===== config.mk =====
export PLATFORM = sky130hd
export DESIGN_NAME = ten_bit_pwm_channel
export DESIGN_NICKNAME = d
export VERILOG_FILES = /design/src/pwm_pkg.sv /design/src/ten_bit_pwm_channel.sv
export SDC_FILE = /design/constraint.sdc
export NUM_CORES = 1
export LEC_CHECK = 0
export ABC_AREA = 1
export BUFFER_PORTS_ARGS = -buffer_cell sky130_fd_sc_hd__buf_2
export CAP_MARGIN = 25
export CORE_UTILIZATION = 47
export DETAILED_ROUTE_END_ITERATION = 10
export PLACE_DENSITY_LB_ADDON = 0.15
export SYNTH_ARGS = -nofsm -noshare
export SYNTH_HDL_FRONTEND = slang
export SYNTH_SLANG_ARGS = --single-unit

===== constraint.sdc =====
create_clock -name clk_i -period 2.3 [get_ports clk_i]
set_clock_uncertainty 0.1 [all_clocks]
set_input_delay 0.115 -clock clk_i [delete_from_list [all_inputs] [get_ports clk_i]]
set_output_delay 0.115 -clock clk_i [all_outputs]
set_load 0.005 [all_outputs]

===== src/pwm_pkg.sv =====
package pwm_pkg;

  // ****************************************************************
  // Register map (byte addresses, one word each)
  // ****************************************************************
  localparam logic [7:0] ctrl_off        = 8'h00;
  localparam logic [7:0] duty_sw_off     = 8'h04;
  localparam logic [7:0] duty_active_off = 8'h08;
  localparam logic [7:0] timer_ctrl_off  = 8'h0c;
  localparam logic [7:0] timer_count_off = 8'h10;
  localparam logic [7:0] period_off      = 8'h14;
  localparam logic [7:0] flags_off       = 8'h18;
  localparam logic [7:0] enables_off     = 8'h1c;
  localparam logic [7:0] priorities_off  = 8'h20;
  localparam logic [7:0] pin_dir_off     = 8'h24;

  // ****************************************************************
  // Field positions and values
  // ****************************************************************
  localparam int         duty_lo_lsb    = 4;
  localparam int         on_bit         = 2;
  localparam int         post_lsb       = 3;
  localparam logic [1:0] mode_pwm_hi    = 2'h3;
  localparam logic [1:0] presc_div1     = 2'h0;
  localparam logic [1:0] presc_div4     = 2'h1;
  localparam int         flag_period    = 0;
  localparam int         flag_post      = 1;
  localparam logic [7:0] ctrl_rst       = 8'h00;
  localparam logic [7:0] period_rst     = 8'hff;
  localparam logic [7:0] byte_rst       = 8'h00;
  localparam logic [7:0] flag_mask_used = 8'h03;
  localparam logic [5:0] phase_last     = 6'h3f;

  // Counter bits that a timer advance carries
  typedef struct packed {
    logic [7:0] count;
    logic [5:0] phase;
  } timebase_t;

  // AHB address phase captured for the data phase
  typedef struct packed {
    logic       write;
    logic [7:0] addr;
  } ahb_cmd_t;

endpackage


===== src/ten_bit_pwm_channel.sv =====
// Our own choices: the AHB-Lite register port and the register offsets.
`timescale 1ns/10ps
`default_nettype none
// Summary of operation
// Drive PWM pin, up to ten bits
// Zero control word forces channel latch low
// Period set by period match register
// Timer equal match clears timer next tick
// Pin set at restart unless duty zero
// Restart copies software duty to active latch
// Postscaler never affects waveform period
// Duty is register high, control 5:4 low
// High time is duty times osc times prescale
// Duty writes anytime, applied at next match
// Active duty latch is read only; here its byte takes bus writes while the mode is not PWM
// Active byte plus two-bit latch double-buffer
// Pin cleared when duty equals time base
// Duty beyond period keeps pin high
// Prescaler divides by 1, 4 or 16
// Software sets period, duty, direction, timer, mode
// Timer advances every four oscillator phases
module ten_bit_pwm_channel
  import pwm_pkg::*;
(
  // Clock and reset
  input  wire logic        clk_i,
  input  wire logic        rst_i,
  // AHB-Lite slave
  input  wire logic        hsel_i,
  input  wire logic [31:0] haddr_i,
  input  wire logic [1:0]  htrans_i,
  input  wire logic        hwrite_i,
  input  wire logic [2:0]  hsize_i,
  input  wire logic [31:0] hwdata_i,
  input  wire logic        hready_i,
  output logic [31:0]      hrdata_o,
  output logic             hreadyout_o,
  output logic             hresp_o,
  // Channel pin and interrupt
  output logic             pwm_o,
  output logic             pwm_oe_o,
  output logic             irq_o
);
  import pwm_pkg::*;

  // ****************************************************************
  // Bus slave
  // ****************************************************************
  ahb_cmd_t   cmd_reg;
  logic       wr_pend_reg;
  logic       wr_now;
  logic [7:0] wbyte;

  logic [7:0] ctrl_reg;
  logic [7:0] duty_sw_reg;
  logic [7:0] duty_active_reg;
  logic [1:0] duty_lo_latch_reg;
  logic [7:0] timer_ctrl_reg;
  logic [7:0] period_reg;
  logic [7:0] flags_reg;
  logic [7:0] flags_next;
  logic [7:0] enables_reg;
  logic [7:0] priorities_reg;
  logic       pin_dir_reg;
  timebase_t  tb_reg;
  timebase_t  tb_next;
  logic [3:0] post_cnt_reg;
  logic       pin_reg;
  logic       pwm_oe_reg;

  always_ff @(posedge clk_i) begin
    if (rst_i) begin
      cmd_reg     <= '0;
      wr_pend_reg <= 1'b0;
    end else if (hready_i) begin
      cmd_reg.write <= hwrite_i;
      cmd_reg.addr  <= haddr_i[7:0];
      wr_pend_reg   <= hsel_i && htrans_i[1] && hwrite_i;
    end else begin
      wr_pend_reg <= wr_pend_reg;
    end
  end

  // Zero-wait slave: every transfer completes in its first data cycle
  assign hreadyout_o = 1'b1;
  assign hresp_o     = 1'b0;
  assign wr_now      = wr_pend_reg && cmd_reg.write;
  assign wbyte       = hwdata_i[7:0];

  function automatic logic wr_hit(input logic [7:0] off);
    return wr_now && (cmd_reg.addr == off);
  endfunction

  // ****************************************************************
  // Control and configuration registers
  // ****************************************************************
  always_ff @(posedge clk_i) begin
    if (rst_i) begin
      ctrl_reg <= ctrl_rst;
    end else if (wr_hit(ctrl_off)) begin
      ctrl_reg <= {2'h0, wbyte[5:0]};
    end
  end

  always_ff @(posedge clk_i) begin
    if (rst_i) begin
      duty_sw_reg <= byte_rst;
    end else if (wr_hit(duty_sw_off)) begin
      duty_sw_reg <= wbyte;
    end
  end

  always_ff @(posedge clk_i) begin
    if (rst_i) begin
      timer_ctrl_reg <= byte_rst;
    end else if (wr_hit(timer_ctrl_off)) begin
      timer_ctrl_reg <= {1'b0, wbyte[6:0]};
    end
  end

  always_ff @(posedge clk_i) begin
    if (rst_i) begin
      period_reg <= period_rst;
    end else if (wr_hit(period_off)) begin
      period_reg <= wbyte;
    end
  end

  // Only the two implemented event bits are kept
  always_ff @(posedge clk_i) begin
    if (rst_i) begin
      enables_reg <= byte_rst;
    end else if (wr_hit(enables_off)) begin
      enables_reg <= wbyte & flag_mask_used;
    end
  end

  // Priorities are storage only; nothing inside reads them
  always_ff @(posedge clk_i) begin
    if (rst_i) begin
      priorities_reg <= byte_rst;
    end else if (wr_hit(priorities_off)) begin
      priorities_reg <= wbyte & flag_mask_used;
    end
  end

  // Direction resets to input, so the pin floats until software asks
  always_ff @(posedge clk_i) begin
    if (rst_i) begin
      pin_dir_reg <= 1'b1;
    end else if (wr_hit(pin_dir_off)) begin
      pin_dir_reg <= wbyte[0];
    end
  end

  // ****************************************************************
  // Time base: prescaled phase counter plus 8-bit period timer
  // ****************************************************************
  logic       timer_on;
  logic       pwm_mode;
  logic [1:0] presc_sel;
  logic [3:0] post_top;
  logic [5:0] phase_top;
  logic       tick;
  logic       match;
  logic       restart;
  logic [9:0] duty_sw;
  logic [9:0] duty_act;
  logic [9:0] timebase;

  assign timer_on  = timer_ctrl_reg[on_bit];
  assign pwm_mode  = ctrl_reg[3:2] == mode_pwm_hi;
  assign presc_sel = timer_ctrl_reg[1:0];
  assign post_top  = timer_ctrl_reg[post_lsb+3:post_lsb];

  // ****************************************************************
  // Prescaler decode
  // ****************************************************************
  // Oscillator phases per timer step, less one: 4, 16 or 64 periods
  function automatic logic [5:0] phase_top_of(input logic [1:0] sel);
    logic [5:0] top;
    unique case (sel)
      presc_div1: top = 6'h03;
      presc_div4: top = 6'h0f;
      default:    top = phase_last;
    endcase
    return top;
  endfunction

  // Two low time-base bits: the phase within an unscaled step, or the
  // top two prescaler bits when the step is divided further
  function automatic logic [1:0] tb_low_of(input logic [1:0] sel,
                                           input logic [5:0] ph);
    logic [1:0] low;
    unique case (sel)
      presc_div1: low = ph[1:0];
      presc_div4: low = ph[3:2];
      default:    low = ph[5:4];
    endcase
    return low;
  endfunction

  // True on the first phase of each sub-position; a prescaled compare
  // is then made once per sub-position and not on every phase of it
  function automatic logic sub_start_of(input logic [1:0] sel,
                                        input logic [5:0] ph);
    logic first;
    unique case (sel)
      presc_div1: first = 1'b1;
      presc_div4: first = ph[1:0] == 2'h0;
      default:    first = ph[3:0] == 4'h0;
    endcase
    return first;
  endfunction

  // ****************************************************************
  // Period timer
  // ****************************************************************
  assign phase_top = phase_top_of(presc_sel);
  assign tick      = timer_on && (tb_reg.phase >= phase_top);
  assign match     = tb_reg.count == period_reg;
  assign restart   = tick && match;

  // Next time base, kept apart so the pin compare can look ahead
  always_comb begin
    tb_next = tb_reg;
    if (wr_hit(timer_count_off)) begin
      tb_next.count = wbyte;
      tb_next.phase = 6'h00;
    end else if (tick) begin
      tb_next.phase = 6'h00;
      tb_next.count = match ? 8'h00 : tb_reg.count + 8'h01;
    end else if (timer_on) begin
      tb_next.phase = tb_reg.phase + 6'h01;
    end
  end

  always_ff @(posedge clk_i) begin
    if (rst_i) begin
      tb_reg <= '0;
    end else begin
      tb_reg <= tb_next;
    end
  end

  // Postscaler only raises its own event; the period ignores it
  always_ff @(posedge clk_i) begin
    if (rst_i || !timer_on) begin
      post_cnt_reg <= 4'h0;
    end else if (restart) begin
      post_cnt_reg <= (post_cnt_reg == post_top)
                      ? 4'h0 : post_cnt_reg + 4'h1;
    end
  end

  // Ten-bit time base as it stands after this edge: comparing the value
  // the registered pin will meet makes the high time exactly duty steps
  assign timebase = {tb_next.count,
                     tb_low_of(presc_sel, tb_next.phase)};

  assign duty_sw  = {duty_sw_reg,
                     ctrl_reg[duty_lo_lsb+1:duty_lo_lsb]};
  assign duty_act = {duty_active_reg, duty_lo_latch_reg};

  // ****************************************************************
  // Double buffer and output latch
  // ****************************************************************
  always_ff @(posedge clk_i) begin
    if (rst_i) begin
      duty_active_reg   <= byte_rst;
      duty_lo_latch_reg <= 2'h0;
    end else if (restart && pwm_mode) begin
      duty_active_reg   <= duty_sw[9:2];
      duty_lo_latch_reg <= duty_sw[1:0];
    end else if (!pwm_mode && wr_hit(duty_active_off)) begin
      duty_active_reg <= wbyte;
    end
  end

  logic sub_ok;
  assign sub_ok = sub_start_of(presc_sel, tb_next.phase);

  always_ff @(posedge clk_i) begin
    if (rst_i || ctrl_reg == ctrl_rst) begin
      pin_reg <= 1'b0;
    end else if (!pwm_mode) begin
      pin_reg <= 1'b0;
    end else if (restart) begin
      // A new period opens high unless the new duty is zero
      pin_reg <= duty_sw != 10'h000;
    end else if (timer_on && sub_ok && duty_act == timebase) begin
      // A duty beyond the period never meets the time base
      pin_reg <= 1'b0;
    end
  end

  // ****************************************************************
  // Pin drive
  // ****************************************************************
  // A data output, so the enable comes from a flip-flop like the level
  always_ff @(posedge clk_i) begin
    if (rst_i) begin
      pwm_oe_reg <= 1'b0;
    end else begin
      pwm_oe_reg <= !pin_dir_reg;
    end
  end

  assign pwm_o    = pin_reg;
  assign pwm_oe_o = pwm_oe_reg;

  // ****************************************************************
  // Event flags and interrupt
  // ****************************************************************
  logic post_evt;
  assign post_evt = restart && timer_on
                    && (post_cnt_reg == post_top);

  always_comb begin
    flags_next = flags_reg;
    if (wr_hit(flags_off)) begin
      flags_next = flags_reg & ~wbyte;
    end
    // Set beats a same-cycle clear
    if (restart) begin
      flags_next[flag_period] = 1'b1;
    end
    if (post_evt) begin
      flags_next[flag_post] = 1'b1;
    end
  end

  always_ff @(posedge clk_i) begin
    if (rst_i) begin
      flags_reg <= byte_rst;
    end else begin
      flags_reg <= flags_next & flag_mask_used;
    end
  end

  always_ff @(posedge clk_i) begin
    if (rst_i) begin
      irq_o <= 1'b0;
    end else begin
      // From the next flags, so the line rises with the flag itself
      irq_o <= |(flags_next & enables_reg);
    end
  end

  // ****************************************************************
  // Read mux
  // ****************************************************************
  // Decoded in the address phase, so data stand through the data phase
  logic [7:0] rd_byte;
  always_comb begin
    unique case (haddr_i[7:0])
      ctrl_off:        rd_byte = ctrl_reg;
      duty_sw_off:     rd_byte = duty_sw_reg;
      duty_active_off: rd_byte = duty_active_reg;
      timer_ctrl_off:  rd_byte = timer_ctrl_reg;
      timer_count_off: rd_byte = tb_reg.count;
      period_off:      rd_byte = period_reg;
      flags_off:       rd_byte = flags_reg;
      enables_off:     rd_byte = enables_reg;
      priorities_off:  rd_byte = priorities_reg;
      pin_dir_off:     rd_byte = {7'h00, pin_dir_reg};
      default:         rd_byte = 8'h00;
    endcase
  end

  always_ff @(posedge clk_i) begin
    if (rst_i) begin
      hrdata_o <= 32'h0000_0000;
    end else if (hready_i && hsel_i && htrans_i[1] && !hwrite_i) begin
      hrdata_o <= {24'h000000, rd_byte};
    end
  end

endmodule
`default_nettype wire

## After elaboration in Yosys (flattened, before gate mapping)

Index checks and enable logic that the tools add are counted.

- Register bits: 91
- Bits in latches: 0
- Bits in writable memories: 0
- ROM bits: 0
- Output and inout bits: 37
- Word-level logic and storage cells: 110
- Memories kept: 0

- Add/sub/neg operators: 3
- $mul: 0
- Divide/modulo/power cells: 0
- $lt $le $gt $ge: 1
- Equality and inequality tests: 23
- Shift operators: 0
- Muxes and demuxes: 17
- Bitwise operators: 4
- Reductions and logical operators: 41

Operators with widths:

| cell | number |
|---|---|
| $pmux 8 s10 | 1 |
| $eq 8x5->1 const B | 8 |
| $mux 8 | 5 |
| $eq 8x4->1 const B | 4 |
| $eq 8x6->1 const B | 4 |
| $logic_and 1x1->1 | 24 |
| $logic_not 8->1 | 3 |
| $eq 8x3->1 const B | 2 |
| $mux 14 | 1 |
| $mux 6 | 2 |
| $pmux 6 s2 | 1 |
| $eq 10x10->1 | 1 |
| $reduce_bool 10->1 | 1 |
| $add 8x1->8 const B | 1 |
| $and 8x2->8 | 1 |
| $and 8x8->8 | 1 |
| $eq 8x8->1 | 1 |
| $not 8->8 | 1 |
| $reduce_or 8->1 | 1 |
| $add 6x1->6 const B | 1 |
| $ge 6x6->1 | 1 |
| $add 4x1->4 const B | 1 |
| $eq 4x4->1 | 1 |
| $logic_not 1->1 | 4 |
| 12 further kinds | 18 |

## Logic depth before layout (Yosys ltp)

- Depth in word-level cells: 12
- Gate-level depth with buffers: 20
- Depth with buffers taken out: 20

## Worst setup path after synthesis

OpenSTA, ideal clock, no wires.

- Kind: register to register
- From: reg timer_ctrl_reg[1]
- To: reg pin_reg (netlist: pwm_o)
- Setup time: 127 ps
- Arrival time: 2004 ps
- Data required time: 2073 ps
- Setup slack: 69 ps
- Stages on the path, launching flop included: 19
- Path buffers: 1
- Clock period less this slack: 2231 ps
- Cell sequence: dfxtp_1 -> inv_1 -> ha_1 -> nand2_1 -> nor2_1 -> nand3_1 -> nand2_2 -> nand2_4 -> buf_6 -> a21oi_1 -> nand2_1 -> nand2_1 -> nand2_1 -> nand2_1 -> nand3_1 -> nor2_1 -> nand3_1 -> nand2_1 -> a21oi_2

- Word-level cells in the longest chain between the ends: 11

RTL lines:

| what | RTL line | source |
|---|---|---|
| start, declared | ten_bit_pwm_channel.sv:58 | `logic [7:0] timer_ctrl_reg;` |
| start signal, assigned | ten_bit_pwm_channel.sv:115 | `timer_ctrl_reg <= byte_rst;` |
| start signal, assigned | ten_bit_pwm_channel.sv:117 | `timer_ctrl_reg <= {1'b0, wbyte[6:0]};` |
| parallel branches: the longest is 11 deep, another holds $ge 6x6->1 | n/a |  |
| end signal, assigned | ten_bit_pwm_channel.sv:287 | `pin_reg <= 1'b0;` |
| end signal, assigned | ten_bit_pwm_channel.sv:290 | `pin_reg <= duty_sw != 10'h000;` |
| end signal, assigned | ten_bit_pwm_channel.sv:293 | `pin_reg <= 1'b0;` |
| end, declared | ten_bit_pwm_channel.sv:68 | `logic pin_reg;` |

Parallel ways; which one is timed is not known.
A chain may end at the register's enable or synchronous reset.

## Worst setup path after layout

- From: reg timer_ctrl_reg[1]
- To: reg duty_active_reg[6]

- Word-level cells in the longest chain between the ends: 7

RTL lines:

| what | RTL line | source |
|---|---|---|
| $eq 2x1->1 / $logic_not 2->1 (equally long branches) | ten_bit_pwm_channel.sv:182 | `unique case (sel)` |
| $pmux 6 s2 * | ten_bit_pwm_channel.sv:182 |  |
| $ge 6x6->1 * | ten_bit_pwm_channel.sv:220 | `assign tick = timer_on && (tb_reg.phase >= phase_top);` |
| $logic_and 1x1->1 * | ten_bit_pwm_channel.sv:220 |  |
| $logic_and 1x1->1 * | ten_bit_pwm_channel.sv:222 | `assign restart = tick && match;` |
| $logic_and 1x1->1 * | ten_bit_pwm_channel.sv:272 | `end else if (restart && pwm_mode) begin` |
| $mux 8 / $reduce_bool 2->1 (equally long branches) | n/a |  |
| end signal, assigned | ten_bit_pwm_channel.sv:270 | `duty_active_reg <= byte_rst;` |
| end signal, assigned | ten_bit_pwm_channel.sv:273 | `duty_active_reg <= duty_sw[9:2];` |
| end signal, assigned | ten_bit_pwm_channel.sv:276 | `duty_active_reg <= wbyte;` |
| end, declared | ten_bit_pwm_channel.sv:56 | `logic [7:0] duty_active_reg;` |

Mark *: on every way between the ends. The rest lies on a longest branch, timed or not.

==> impl_metrics.env <==
export IMPL_maxSlewHeadroom_pct=63.5
export IMPL_post_drt_wl_per_cell_um=15.6
export IMPL_io_buffers=32
export IMPL_max_clock_path_buffers=2
export IMPL_hpwl_mm=10.5
export IMPL_drcViolationCount=0
export IMPL_placedCellCount=872
export IMPL_final_period_utilization_pct=105
export IMPL_vdd_drop_max_mv=0.345
export IMPL_yosysTopAreaCell="dfxtp_1"
export IMPL_final_cell_area_um2=5750
export IMPL_cp_max_fo=8
export IMPL_crit_path_end_kind="flip-flop"
export IMPL_rows=36
export IMPL_clock_latency_ns=0.37
export IMPL_internal_power_mw=2.08
export IMPL_synth_area_um2=4760
export IMPL_fin_util_pct=58.8
export IMPL_critical_path_class="reg -> reg"
export IMPL_rsz0062_at_grt="true"
export IMPL_synthCells=704
export IMPL_pwr_share_seq_pct=53.3
export IMPL_syn2layout_area_growth_pct=20.8
export IMPL_place_congestion=0.913
export IMPL_antenna_found_initial=0
export IMPL_maxCapViolations=0
export IMPL_grtUsageTotal_pct=27.6
export IMPL_violations="setup timing"
export IMPL_tns_ns=-0.989
export IMPL_fin_cells=917
export IMPL_mostFrequentLayoutCell="nand2_1"
export IMPL_totalWireLength_mm=14.3
export IMPL_reg2reg_slack_ns=-0.12
export IMPL_cts_clk_slew_worst_paths_ns=0.09
export IMPL_via_per_inst=5.31
export IMPL_synth_top_area_share_pct=35.8
export IMPL_seq_area_frac_synth_pct=35.8
export IMPL_cp_required_ns=2.43
export IMPL_ys_warnings_count=0
export IMPL_whs_path_depth=2
export IMPL_synth_edf_count=0
export IMPL_cts_sinks=85
export IMPL_placed_cell_area_um2=5070
export IMPL_postSynth_topFlopCell="dfxtp_1"
export IMPL_slew_viol_final=0
export IMPL_drt_pass1_iter_count=5
export IMPL_grt_start_max_net_pins=36
export IMPL_h_tree_depth=3
export IMPL_cts_root_buf="clkbuf_8"
export IMPL_arrival_ns=2.55
export IMPL_largest_reg_flops=14
export IMPL_final_net_count=858
export IMPL_power_density_nw_per_um2=486
export IMPL_rr_endpoint="duty_active_reg[6]$_SDFFE_PP0P_"
export IMPL_chipHeight_um=103
export IMPL_status="complete, but fails checks"
export IMPL_worstHoldEndpoint="cmd_reg[5]$_SDFFE_PP0P_"
export IMPL_start_util_pct=48.7
export IMPL_fin_ws_ns=-0.117
export IMPL_ys_top_cells_by_area="dfxtp_1 (36%), nand2_1 (13%), inv_1 (6.2%)"
export IMPL_holdWs_ns=0.0112
export IMPL_hold_viol=0
export IMPL_timing_rr_start="timer_ctrl_reg[1]$_SDFFE_PP0P_"
export IMPL_power_leakage_nw=2.39
export IMPL_worst_setup_path_start_kind="flip-flop"
export IMPL_die_area_um2=10500
export IMPL_clock_power_share_pct=40.2
export IMPL_tightest_slew_ns=0.546
export IMPL_setup_violations=12
export IMPL_final_cell_mix="nand2_1 (150), dfxtp_1 (84), inv_1 (76), nor2_1 (55), a21oi_1 (51)"
export IMPL_syn_area_per_cell_um2=6.76
export IMPL_hold_start="hready_i"
export IMPL_ant_nets=0
export IMPL_crit_start="timer_ctrl_reg[1]$_SDFFE_PP0P_"
export IMPL_hp_class="in -> reg"
export IMPL_yosys_register_bits=85
export IMPL_grt_pass1_wl_mm=21.7
export IMPL_num_vias=4866
export IMPL_synthDistinctLibCells=42
export IMPL_dr_first_iter_drc_count=362
export IMPL_r2r_cells=16
export IMPL_fmax_mhz=414
export IMPL_switching_power_mw=0.711
export IMPL_die_w_um=103
export IMPL_switching_share_pct=25.4
export IMPL_drive_above_1_share_pct=17.9
export IMPL_ys_async_sr_fraction_pct=0
export IMPL_cts_tree="done"
export IMPL_power_mw=2.79
export IMPL_layout_min_cycle_time_ns=2.42
export IMPL_cts_inserted_buffers=9
export IMPL_diodes=0
export IMPL_overflow=0
export IMPL_place_ws_ns=-0.131
export IMPL_fp_coreArea_um2=9770
export IMPL_grt_pass1_vias=4287
export IMPL_p_comb_share_pct=6.5
export IMPL_ioPinCount=111
## power groups by stage
stage	sequential [mW]	clock, mW	combinational, mW
floorplan	1.52	0	0.119
global placement	1.52	0	0.149
detailed placement	1.52	0	0.152
CTS	1.49	1.13	0.176
global route	1.49	1.20	0.202
finish	1.49	1.12	0.182
## cell usage after synthesis (8+ instances only)
master / instances
nand3_1: 52
nor3_1: 12
inv_1: 78
a31oi_1: 8
nand2_1: 162
buf_4: 27
o22ai_1: 9
xor2_1: 12
a21oi_1: 57
o21ai_0: 48
dfxtp_1: 85
nor2_1: 61
nand4_1: 11
clkbuf_1: 12
## what timing repair did
item | CTS | global route
cloned | 1 | 0
hold buffers | 19 | 0
pin swaps | 5 | 16
endpoints found under the hold margin | 22 | 0
setup buffers | 0 | 9
resized for setup | 10 | 44
endpoints found under the setup margin | 9 | 16
## critical path, cell delays in order, from the launching register on
cell	delay [ns]
dfxtp_2	0.36
inv_4	0.06
ha_4	0.28
nand2_4	0.05
nor2_1	0.13
nand3_1	0.14
nand2_4	0.17
nand2_8	0.12
nor2_4	0.15
buf_6	0.14
inv_6	0.04
nor2_4	0.13
inv_2	0.07
nand2_2	0.08
clkinv_4	0.10
nand2_2	0.08
a31oi_1	0.08
## cell type report
| type | count | area, um^2 |
|---|---|---|
| clock buffers | 10 | 138 |
| clock inverters | 6 | 70.1 |
| fillers | 964 | 4030 |
| inverters | 84 | 342 |
| multi-input cells | 515 | 2730 |
| flip-flops and latches | 85 | 1700 |
| well taps | 133 | 166 |
| repair buffers | 84 | 606 |
## per-layer routing
| layer | vias up | wire length, um | share of wire [%] | GRT usage, % |
|---|---|---|---|---|
| li1 | 2423 | - | - | - |
| met1 | 2233 | 6610 | 46 | 39.3 |
| met2 | 174 | 6500 | 45 | 42.4 |
| met3 | 36 | 791 | 5.5 | 3.19 |
| met4 | 0 | 421 | 2.9 | 11.5 |
| met5 | - | 0 | 0 | 0 |
## worst max path at each step
stage,depth (start not counted),to
after floorplan,18,pwm_o$_SDFFE_PP0P_
after global placement,17,pwm_o$_SDFFE_PP0P_
after detailed placement,17,pwm_o$_SDFFE_PP0P_
after CTS,16,pwm_o$_SDFFE_PP0P_
after global routing,16,duty_active_reg[6]$_SDFFE_PP0P_
final,16,duty_active_reg[6]$_SDFFE_PP0P_
## cell families after synthesis
family | Yosys count | synth area share, %
flops | 85 | 35.8
fa+ha+maj | 5 | 1.31
compound gates | 144 | 16.9
buf+inv | 129 | 12.7
simple gates | 320 | 29.6
other cells | 2 | 0.158
xor+xnor | 19 | 3.50
Note: power is estimated with default switching activity, not from simulation.
